--- src/rtl/dfu_consts.svh ---
/*
 * Constants of the data access fault unit: register offsets, field positions,
 * reset values and vector figures.
 * Assumes inclusion by bare name from the fault unit and the bench.
 */
// How it works
// - Unsupported memory type for the instruction raises the data fault
// - Any access to a segment with direct_store_flag set raises the data fault
// - Key, page or block protection violations raise the data fault
// - Untranslatable address takes a translation-miss exception, not the data fault
// - Bus error on direct-store to memory crossing raises the data fault
// - One access crossing from memory into direct-store segment raises the data fault
// - Only loads, stores and four cache control operations can raise it
// - Page crossing allowed; second page fault is taken mid-instruction
// - Second page fault puts a first-word address of that page in fault_address_reg
// - Faulting conditional store skips the reservation check
// - Zero byte count immediate string access never raises the data fault
// - Handler fetch starts at offset 0x300 from base chosen by vector_prefix_bit
// - Faulting load multiple or string may have written some registers
// - Faulting store multiple or string may write bytes, never protected ones
// - Direct-store locations of an unsupported partial access are never touched
// - Update forms keep base_address_reg unchanged on the data fault
// - Cause goes into syndrome flag bits, address into fault_address_reg
`ifndef DFU_CONSTS_SVH
`define DFU_CONSTS_SVH

`define DFU_OFF_SYNDROME 8'h00
`define DFU_OFF_FAULT_ADDR 8'h04
`define DFU_OFF_MACHINE_STATE 8'h08
`define DFU_OFF_IRQ_STATUS 8'h0C
`define DFU_OFF_IRQ_MASK 8'h10

// Syndrome flags, as bit positions counted up from the least significant bit
`define DFU_SYN_NOTRANS 30
`define DFU_SYN_PROT 27
`define DFU_SYN_DSTORE 26
`define DFU_SYN_STORE 25

`define DFU_MSR_PREFIX 0
`define DFU_IRQ_DSI 0
`define DFU_IRQ_MISS 1

`define DFU_RST_SYNDROME 32'h0000_0000
`define DFU_RST_FAULT_ADDR 32'h0000_0000
`define DFU_RST_PREFIX 1'h0
`define DFU_RST_IRQ 2'h0

`define DFU_VEC_OFFSET 32'h0000_0300
`define DFU_VEC_HIGH_BASE 32'hFFF0_0000
`define DFU_VEC_LOW_BASE 32'h0000_0000

`endif

--- src/rtl/dfu_pkg.sv ---
/*
 * Types shared by the data access fault unit.
 * Assumes a single clock domain; no constants live here.
 */
package dfu_pkg;

    typedef enum logic [2:0] {
        DFU_OP_LOAD,
        DFU_OP_STORE,
        DFU_OP_DC_INVAL,
        DFU_OP_DC_ZERO,
        DFU_OP_DC_STORE,
        DFU_OP_DC_FLUSH,
        DFU_OP_OTHER
    } dfu_op_t;

    // Translation view of one page touched by the access
    typedef struct packed {
        logic direct_store_flag;
        logic miss;
        logic block_hit;
        logic [1:0] block_prot;
        logic supervisor_key;
        logic user_key;
        logic [1:0] page_protection_field;
    } dfu_page_t;

    typedef struct packed {
        dfu_op_t op;
        logic [31:0] ea;
        logic [31:0] ea_second;
        logic crosses_page;
        logic problem_state;
        logic multi_or_string;
        logic str_imm_zero;
        logic cond_store;
        logic update_form;
        logic mem_unsupported;
        logic bus_err_dstore;
    } dfu_req_t;

endpackage : dfu_pkg

--- src/rtl/dfu_fault_unit.sv ---
/*
 * Data access fault unit: checks each data access of the core, takes the data
 * fault or the translation miss, reports data fault cause and address, gates side effects.
 * Assumes one request per acc_valid pulse from the load/store unit, with page
 * attributes valid in that cycle, and a plain register port on clk_sys.
 */
// Our own choices: the placing of the registers and strobed register access.
`timescale 1ns/10ps
`default_nettype none
`include "dfu_consts.svh"
module dfu_fault_unit #(
    parameter int PAGE_BITS = 12
) (
    input wire logic clk_sys,
    input wire logic rstn,
    input wire logic acc_valid,
    input wire dfu_pkg::dfu_req_t acc_req,
    input wire dfu_pkg::dfu_page_t page_first,
    input wire dfu_pkg::dfu_page_t page_second,
    input wire logic [7:0] reg_addr,
    input wire logic [31:0] reg_wdata,
    input wire logic reg_wr,
    input wire logic reg_rd,
    output logic [31:0] reg_rdata,
    output logic dsi_take,
    output logic miss_take,
    output logic [31:0] vec_addr,
    output logic [1:0] page_access,
    output logic [1:0] regs_wb,
    output logic resv_check,
    output logic base_update,
    output logic irq
);
    logic [31:0] syndrome_q;
    logic [31:0] fault_addr_q;
    logic prefix_q;
    logic [1:0] irq_stat_q;
    logic [1:0] irq_mask_q;

    logic is_store;
    logic is_load;
    logic elig_op;
    logic elig;
    logic p0_prot, p0_ds, p0_miss;
    logic p1_prot, p1_ds, p1_miss;
    logic f0_dsi, f1_dsi, miss0, miss1;
    logic take_dsi, take_miss, fault_second;
    logic [1:0] access_d;
    logic [31:0] syndrome_d;
    logic [31:0] fault_addr_d;
    logic [31:0] vec_base;

    always_comb begin
        is_store = (acc_req.op == dfu_pkg::DFU_OP_STORE) | (acc_req.op == dfu_pkg::DFU_OP_DC_ZERO);
        is_load = (acc_req.op == dfu_pkg::DFU_OP_LOAD);
        elig_op = (acc_req.op != dfu_pkg::DFU_OP_OTHER);
        // A zero byte count moves nothing, so no page is examined
        elig = acc_valid & elig_op & ~acc_req.str_imm_zero;
    end

    dfu_page_check #(
        .PP_W(2)
    ) u_chk_first (
        .page(page_first),
        .is_store(is_store),
        .problem_state(acc_req.problem_state),
        .used(elig),
        .prot_fault(p0_prot),
        .dstore_fault(p0_ds),
        .miss(p0_miss)
    );

    // The second page is only of interest once the first one passed
    dfu_page_check #(
        .PP_W(2)
    ) u_chk_second (
        .page(page_second),
        .is_store(is_store),
        .problem_state(acc_req.problem_state),
        .used(elig & acc_req.crosses_page & ~f0_dsi & ~miss0),
        .prot_fault(p1_prot),
        .dstore_fault(p1_ds),
        .miss(p1_miss)
    );

    always_comb begin
        f0_dsi = elig & (acc_req.mem_unsupported
                 | p0_ds | p0_prot
                 | acc_req.bus_err_dstore);
        miss0 = p0_miss & ~f0_dsi;
        // Memory into direct-store crossing shows up as a second page direct-store hit
        f1_dsi = p1_ds | p1_prot;
        miss1 = p1_miss & ~f1_dsi;
        take_dsi = f0_dsi | f1_dsi;
        take_miss = ~take_dsi & (miss0 | miss1);
        fault_second = ~f0_dsi & f1_dsi;
    end

    always_comb begin
        access_d = 2'h0;
        if (acc_valid & ~acc_req.str_imm_zero) begin
            if (!elig_op) begin
                access_d[0] = 1'b1;
                access_d[1] = acc_req.crosses_page;
            end else begin
                // A faulting page is never touched, so neither protected nor direct-store bytes move
                access_d[0] = ~f0_dsi & ~miss0;
                access_d[1] = acc_req.crosses_page & ~f0_dsi & ~miss0 & ~f1_dsi & ~miss1;
            end
        end
    end

    always_comb begin
        syndrome_d = 32'h0000_0000;
        syndrome_d[`DFU_SYN_PROT] = p0_prot | (fault_second & p1_prot);
        syndrome_d[`DFU_SYN_DSTORE] = acc_req.mem_unsupported | p0_ds | acc_req.bus_err_dstore
                                      | (fault_second & p1_ds);
        syndrome_d[`DFU_SYN_STORE] = is_store;
        if (fault_second) begin
            fault_addr_d = {acc_req.ea_second[31:PAGE_BITS], PAGE_BITS'(0)};
        end else begin
            fault_addr_d = acc_req.ea;
        end
        vec_base = prefix_q ? `DFU_VEC_HIGH_BASE : `DFU_VEC_LOW_BASE;
    end

    // Redirect and fault report land on the same edge, so the handler sees them at once
    always_ff @(posedge clk_sys or negedge rstn) begin
        if (!rstn) begin
            dsi_take <= 1'b0;
            miss_take <= 1'b0;
            vec_addr <= `DFU_VEC_LOW_BASE;
        end else begin
            dsi_take <= take_dsi;
            miss_take <= take_miss;
            vec_addr <= vec_base | `DFU_VEC_OFFSET;
        end
    end

    always_ff @(posedge clk_sys or negedge rstn) begin
        if (!rstn) begin
            page_access <= 2'h0;
            regs_wb <= 2'h0;
            resv_check <= 1'b0;
            base_update <= 1'b0;
        end else begin
            page_access <= access_d;
            // Multiple and string loads keep what the clean first page delivered
            regs_wb[0] <= is_load & access_d[0] & (~take_dsi | acc_req.multi_or_string);
            regs_wb[1] <= is_load & access_d[1];
            resv_check <= acc_valid & acc_req.cond_store & ~take_dsi & ~take_miss;
            base_update <= acc_valid & acc_req.update_form & ~take_dsi & ~take_miss;
        end
    end

    // Hardware capture wins over a software write in the same cycle
    always_ff @(posedge clk_sys or negedge rstn) begin
        if (!rstn) begin
            syndrome_q <= `DFU_RST_SYNDROME;
            fault_addr_q <= `DFU_RST_FAULT_ADDR;
        end else if (take_dsi) begin
            syndrome_q <= syndrome_d;
            fault_addr_q <= fault_addr_d;
        end else if (reg_wr) begin
            if (reg_addr == `DFU_OFF_SYNDROME) begin
                syndrome_q <= reg_wdata;
            end else if (reg_addr == `DFU_OFF_FAULT_ADDR) begin
                fault_addr_q <= reg_wdata;
            end
        end
    end

    always_ff @(posedge clk_sys or negedge rstn) begin
        if (!rstn) begin
            prefix_q <= `DFU_RST_PREFIX;
            irq_mask_q <= `DFU_RST_IRQ;
        end else if (reg_wr) begin
            if (reg_addr == `DFU_OFF_MACHINE_STATE) begin
                prefix_q <= reg_wdata[`DFU_MSR_PREFIX];
            end else if (reg_addr == `DFU_OFF_IRQ_MASK) begin
                irq_mask_q <= reg_wdata[1:0];
            end
        end
    end

    // Write one to clear; a new event in the same cycle keeps its bit
    always_ff @(posedge clk_sys or negedge rstn) begin
        if (!rstn) begin
            irq_stat_q <= `DFU_RST_IRQ;
        end else begin
            if (reg_wr && reg_addr == `DFU_OFF_IRQ_STATUS) begin
                irq_stat_q <= (irq_stat_q & ~reg_wdata[1:0]) | {take_miss, take_dsi};
            end else begin
                irq_stat_q <= irq_stat_q | {take_miss, take_dsi};
            end
        end
    end

    always_ff @(posedge clk_sys or negedge rstn) begin
        if (!rstn) begin
            irq <= 1'b0;
        end else if (reg_wr && reg_addr == `DFU_OFF_IRQ_STATUS) begin
            irq <= |(((irq_stat_q & ~reg_wdata[1:0]) | {take_miss, take_dsi}) & irq_mask_q);
        end else if (reg_wr && reg_addr == `DFU_OFF_IRQ_MASK) begin
            irq <= |((irq_stat_q | {take_miss, take_dsi}) & reg_wdata[1:0]);
        end else begin
            irq <= |((irq_stat_q | {take_miss, take_dsi}) & irq_mask_q);
        end
    end

    // Unmapped offsets read as zero
    always_ff @(posedge clk_sys or negedge rstn) begin
        if (!rstn) begin
            reg_rdata <= 32'h0000_0000;
        end else if (reg_rd) begin
            if (reg_addr == `DFU_OFF_SYNDROME) begin
                reg_rdata <= syndrome_q;
            end else if (reg_addr == `DFU_OFF_FAULT_ADDR) begin
                reg_rdata <= fault_addr_q;
            end else if (reg_addr == `DFU_OFF_MACHINE_STATE) begin
                reg_rdata <= {31'h0000_0000, prefix_q};
            end else if (reg_addr == `DFU_OFF_IRQ_STATUS) begin
                reg_rdata <= {30'h0000_0000, irq_stat_q};
            end else if (reg_addr == `DFU_OFF_IRQ_MASK) begin
                reg_rdata <= {30'h0000_0000, irq_mask_q};
            end else begin
                reg_rdata <= 32'h0000_0000;
            end
        end else begin
            reg_rdata <= 32'h0000_0000;
        end
    end

    // Helpers for the checks below
    logic [31:0] ea_second_hi;
    logic ds_first_req;
    logic cross_into_ds;
    always_comb begin
        ea_second_hi = {acc_req.ea_second[31:PAGE_BITS], PAGE_BITS'(0)};
        ds_first_req = elig & page_first.direct_store_flag;
        cross_into_ds = elig & acc_req.crosses_page & ~page_first.direct_store_flag
                        & ~page_first.miss & page_second.direct_store_flag
                        & ~acc_req.mem_unsupported & ~acc_req.bus_err_dstore & ~p0_prot;
    end
endmodule : dfu_fault_unit
`default_nettype wire

--- src/rtl/dfu_page_check.sv ---
/*
 * Fault check of one page of a data access: protection and direct-store.
 * Assumes page attributes come from the translation units in the same cycle.
 */
`timescale 1ns/10ps
`default_nettype none
module dfu_page_check #(
    parameter int PP_W = 2
) (
    input wire dfu_pkg::dfu_page_t page,
    input wire logic is_store,
    input wire logic problem_state,
    input wire logic used,
    output logic prot_fault,
    output logic dstore_fault,
    output logic miss
);
    logic key;
    logic no_access;
    logic read_only;

    always_comb begin
        key = problem_state ? page.user_key : page.supervisor_key;
        if (page.block_hit) begin
            no_access = (page.block_prot == PP_W'(0));
            read_only = page.block_prot[0];
        end else if (key) begin
            no_access = (page.page_protection_field == PP_W'(0));
            read_only = (page.page_protection_field != PP_W'(2));
        end else begin
            no_access = 1'b0;
            read_only = (page.page_protection_field == PP_W'(3));
        end
    end

    // Direct-store segments fault before any protection or miss is looked at
    assign dstore_fault = used & page.direct_store_flag;
    // A block hit translates the access even when the page table has no entry
    assign prot_fault = used & ~page.direct_store_flag & (page.block_hit | ~page.miss)
                        & (no_access | (is_store & read_only));
    assign miss = used & ~page.direct_store_flag & page.miss & ~page.block_hit;
endmodule : dfu_page_check
`default_nettype wire

--- config.mk ---
export PLATFORM = sky130hd
export DESIGN_NAME = dfu_fault_unit
export DESIGN_NICKNAME = d
export VERILOG_FILES = /design/src/rtl/dfu_pkg.sv /design/src/rtl/dfu_fault_unit.sv /design/src/rtl/dfu_page_check.sv
export VERILOG_INCLUDE_DIRS = /design/src /design/src/rtl
export SDC_FILE = /design/constraint.sdc
export NUM_CORES = 1
export LEC_CHECK = 0
export BUFFER_PORTS_ARGS = -buffer_cell sky130_fd_sc_hd__buf_2
export CAP_MARGIN = 10
export CORE_MARGIN = 2
export CORE_UTILIZATION = 45
export CTS_CLUSTER_SIZE = 28
export DETAILED_ROUTE_END_ITERATION = 7
export PLACE_DENSITY = 0.85
export SYNTH_ARGS = -nofsm -noshare
export SYNTH_HDL_FRONTEND = slang
export SYNTH_SLANG_ARGS = --single-unit
--- constraint.sdc ---
create_clock -name clk_sys -period 1.6 [get_ports clk_sys]
set_input_delay 0.16 -clock clk_sys [delete_from_list [all_inputs] [get_ports clk_sys]]
set_output_delay 0.16 -clock clk_sys [all_outputs]
set_load 0.03 [all_outputs]
==> reports/metrics.cfg <==
[power_and_ir_drop]
total_power_uw = 6630
peakVddDrop_mv = 0.504
p_per_area_nw_per_um2 = 855
leakage_uw = 0.00389

[synth]
syn_inst = 581
ys_types = 55
synth.area.top_cells = dfrtp_1 49%, nand2_1 7.1%, mux2i_1 5.8%, a22oi_1 4.1%, buf_4 4.0%
synthTopCellsByCount = 112 x dfrtp_1, 108 x nand2_1, 35 x nor2b_1
synth-edff-count = 0
syn_area_um2 = 5680
syn_avg_cell_area_um2 = 9.78
synth-seq-cells = 112
postSynth.asyncResetShare = 1.00
yosysTopAreaCell = dfrtp_1
ys_warn_count = 0
yosys.cell_count.top_type = dfrtp_1
yosysSeqAreaShare = 0.493
ys.flop_type = dfrtp_1
synth_top_cell_area_share = 0.493

[critical_path]
r2r-start = irq_mask_q[1]
r2r-end = irq
crit_arrival_ns = 1.90
crit_start = reg_addr[7]
critical_path_class = primary input to flop
crit_end = fault_addr_q[28]
critical_path.slowest_cell = or4b_4
worst-path-stages = 8
rr_worst_depth = 6
critPathBufInv = 2
slowest_delay_ns = 0.50
path_delay_family = simple AND/OR/NAND/NOR gates
required_ns = 1.81
crit_path_end_kind = flop
setup.worst_path.start_class = primary input
crit_fanout = 17
crit_chain = buf_8 -> nor4_4 -> nand2_2 -> or4b_4 -> buf_12 -> mux2_4 -> mux2i_1 -> o21ai_1
reg2reg_setup_slack_ns = 0.11

[floorplan]
fp.dieW_um = 116
io_pins = 211
design.core.area_um2 = 12500
dieArea_um2 = 13500
rows = 41
die_h_um = 116
initial_utilization = 0.456

[routing]
vias_per_cell = 5.25
route.detailed.drc = 0
antenna_left = 0
wire_per_inst_um = 16.9
via_count = 5109
wl_um = 16400
drt-pass1-iter-count = 5
drt_iter0_markers = 341

[timing]
period_minus_slack_ns = 1.69
min_period_over_period = 1.05
drv_slew = 0
timing.fmax_ghz = 0.593
setup_slack_ns = -0.0873
hold_viol = 0
grt_setup_unrepaired = true
setup_violations = 17
fin_worst_skew_ns = 0.00406
tns_ns = -0.615
tightest_slew_ns = 0.718
slew_headroom = 0.521

[place]
place_area_um2 = 7170
dp_hpwl_um = 11300
place_ws_ns = -0.565
io_buffers = 180
place.gp.congestion = 0.872

[finish]
antenna_cells = 0
drive_gt1_frac = 0.426
stdcell_area_um2 = 7750
syn_to_final_growth_pct = 36.4
nets = 935

[status]
failed_checks = negative setup slack
status = finished, violations left

[flow_run]
maxCapViolations = 0

[clocking]
cts_num_sinks = 112
clk_pin_slew_worst_paths_ns = 0.07
cts_tree = yes
clock-root-buffer = clkbuf_16
numCtsBuffers = 9
htreeDepth = 3
clock_latency_ns = 0.35
cts_buffer_depth = 2

[global_route]
grt_start_max_net_pins = 40
grt_pass1_vias = 4968
antenna_found_initial = 0
grt_usage = 0.238
gr-total-overflow = 0
grt_pass1_wl_um = 24600

[min_path]
holdCritPathClass = primary input to flop

-- cells in the final DEF (no fill, tap or decap), types with 4 or more instances in the layout --
cell type	Yosys	routed
a21oi_2	1	29
a22oi_1	31	31
a31oi_1	7	6
buf_12	1	7
buf_2	16	175
buf_4	30	53
buf_6	2	13
clkbuf_16	0	9
conb_1	2	19
dfrtp_1	112	112
inv_1	14	13
mux2_2	4	4
mux2_4	10	10
mux2i_1	33	31
nand2_1	108	105
nand2_2	1	4
nand3_1	9	9
nor2_1	24	21
nor2_2	0	4
nor2b_1	35	34
o211ai_1	9	9
o21ai_0	20	7
o21ai_1	10	22
-- power by group --
| group | switching [µW] | internal (µW) |
|---|---|---|
| Combinational | 637 | 532 |
| Sequential | 107 | 3010 |
| Clock | 1040 | 1300 |
| Total | 1790 | 4840 |
-- sequential cells by signal, indices dropped and copies added, names as in the netlist --
signal        cells
resv_check        1
dsi_take          1
irq_stat_q        2
regs_wb           2
irq               1
base_update       1
reg_rdata        32
page_access       2
syndrome_q       32
irq_mask_q        2
fault_addr_q     32
miss_take         1
prefix_q          1
vec_addr          2
-- cell type report --
| class | count | area [µm²] |
|---|---|---|
| inverters | 14 | 55.1 |
| clock buffers | 12 | 256 |
| flip-flops and latches | 112 | 2800 |
| multi-input cells | 408 | 2770 |
| repair buffers | 252 | 1610 |
| well taps | 172 | 215 |
| fillers | 1024 | 4710 |
| clock inverters | 4 | 52.6 |
-- worst register-to-register path: stages (launching register included) --
cell	delay (ns)
dfrtp_1	0.40
a22o_1	0.25
a31oi_1	0.18
a311oi_2	0.09
nor4_2	0.18
a31oi_1	0.08
o211a_1	0.21
-- cells by family (layout without fill, tap and decap cells) --
| logic type | Yosys count | count (layout) | share of synthesized area |
|---|---|---|---|
| DFF | 112 | 112 | 0.493 |
| buffers and inverters | 81 | 282 | 0.0824 |
| AOI/OAI and AO/OA | 128 | 128 | 0.147 |
| and+or+nand+nor | 210 | 213 | 0.180 |
| other | 2 | 19 | 0.00132 |
| muxes | 48 | 48 | 0.0965 |
-- metal layers --
metal	vias to the layer above	global-route usage	share of wire
met2	207	0.405	0.52
met4	0	0.0921	0.014
met5	-	0	0
met1	2489	0.291	0.40
met3	18	0.0607	0.068
li1	2395	-	-
-- through the flow --
stage	utilization	hold WS (ns)	cells
6_report	0.622	0.0123	974
5_1_grt	0.622	0.00486	974
4_1_cts	0.610	0.000826	970
3_5_place_dp	0.575	0.113	947
3_3_place_gp	0.575	0.113	947
2_1_floorplan	-	-0.136	598
-- repair_timing --
action	in CTS	in global routing
endpoints found under the hold margin	28	0
hold buffers	3	0
gates cloned	1	2
pin swaps	6	9
resized for setup	13	35
endpoints found under the setup margin	34	64
setup buffers	3	3
-- worst min-delay path by stage --
stage,from,endpoint,depth (start not counted)
after floorplan,rstn,base_update,0
after global placement,rstn,vec_addr[9],1
after detailed placement,rstn,vec_addr[9],1
after CTS,acc_req[63],fault_addr_q[23],3
after global routing,acc_req[47],fault_addr_q[7],3
final,acc_req[45],fault_addr_q[5],3
(Power assumes the default switching activity.)
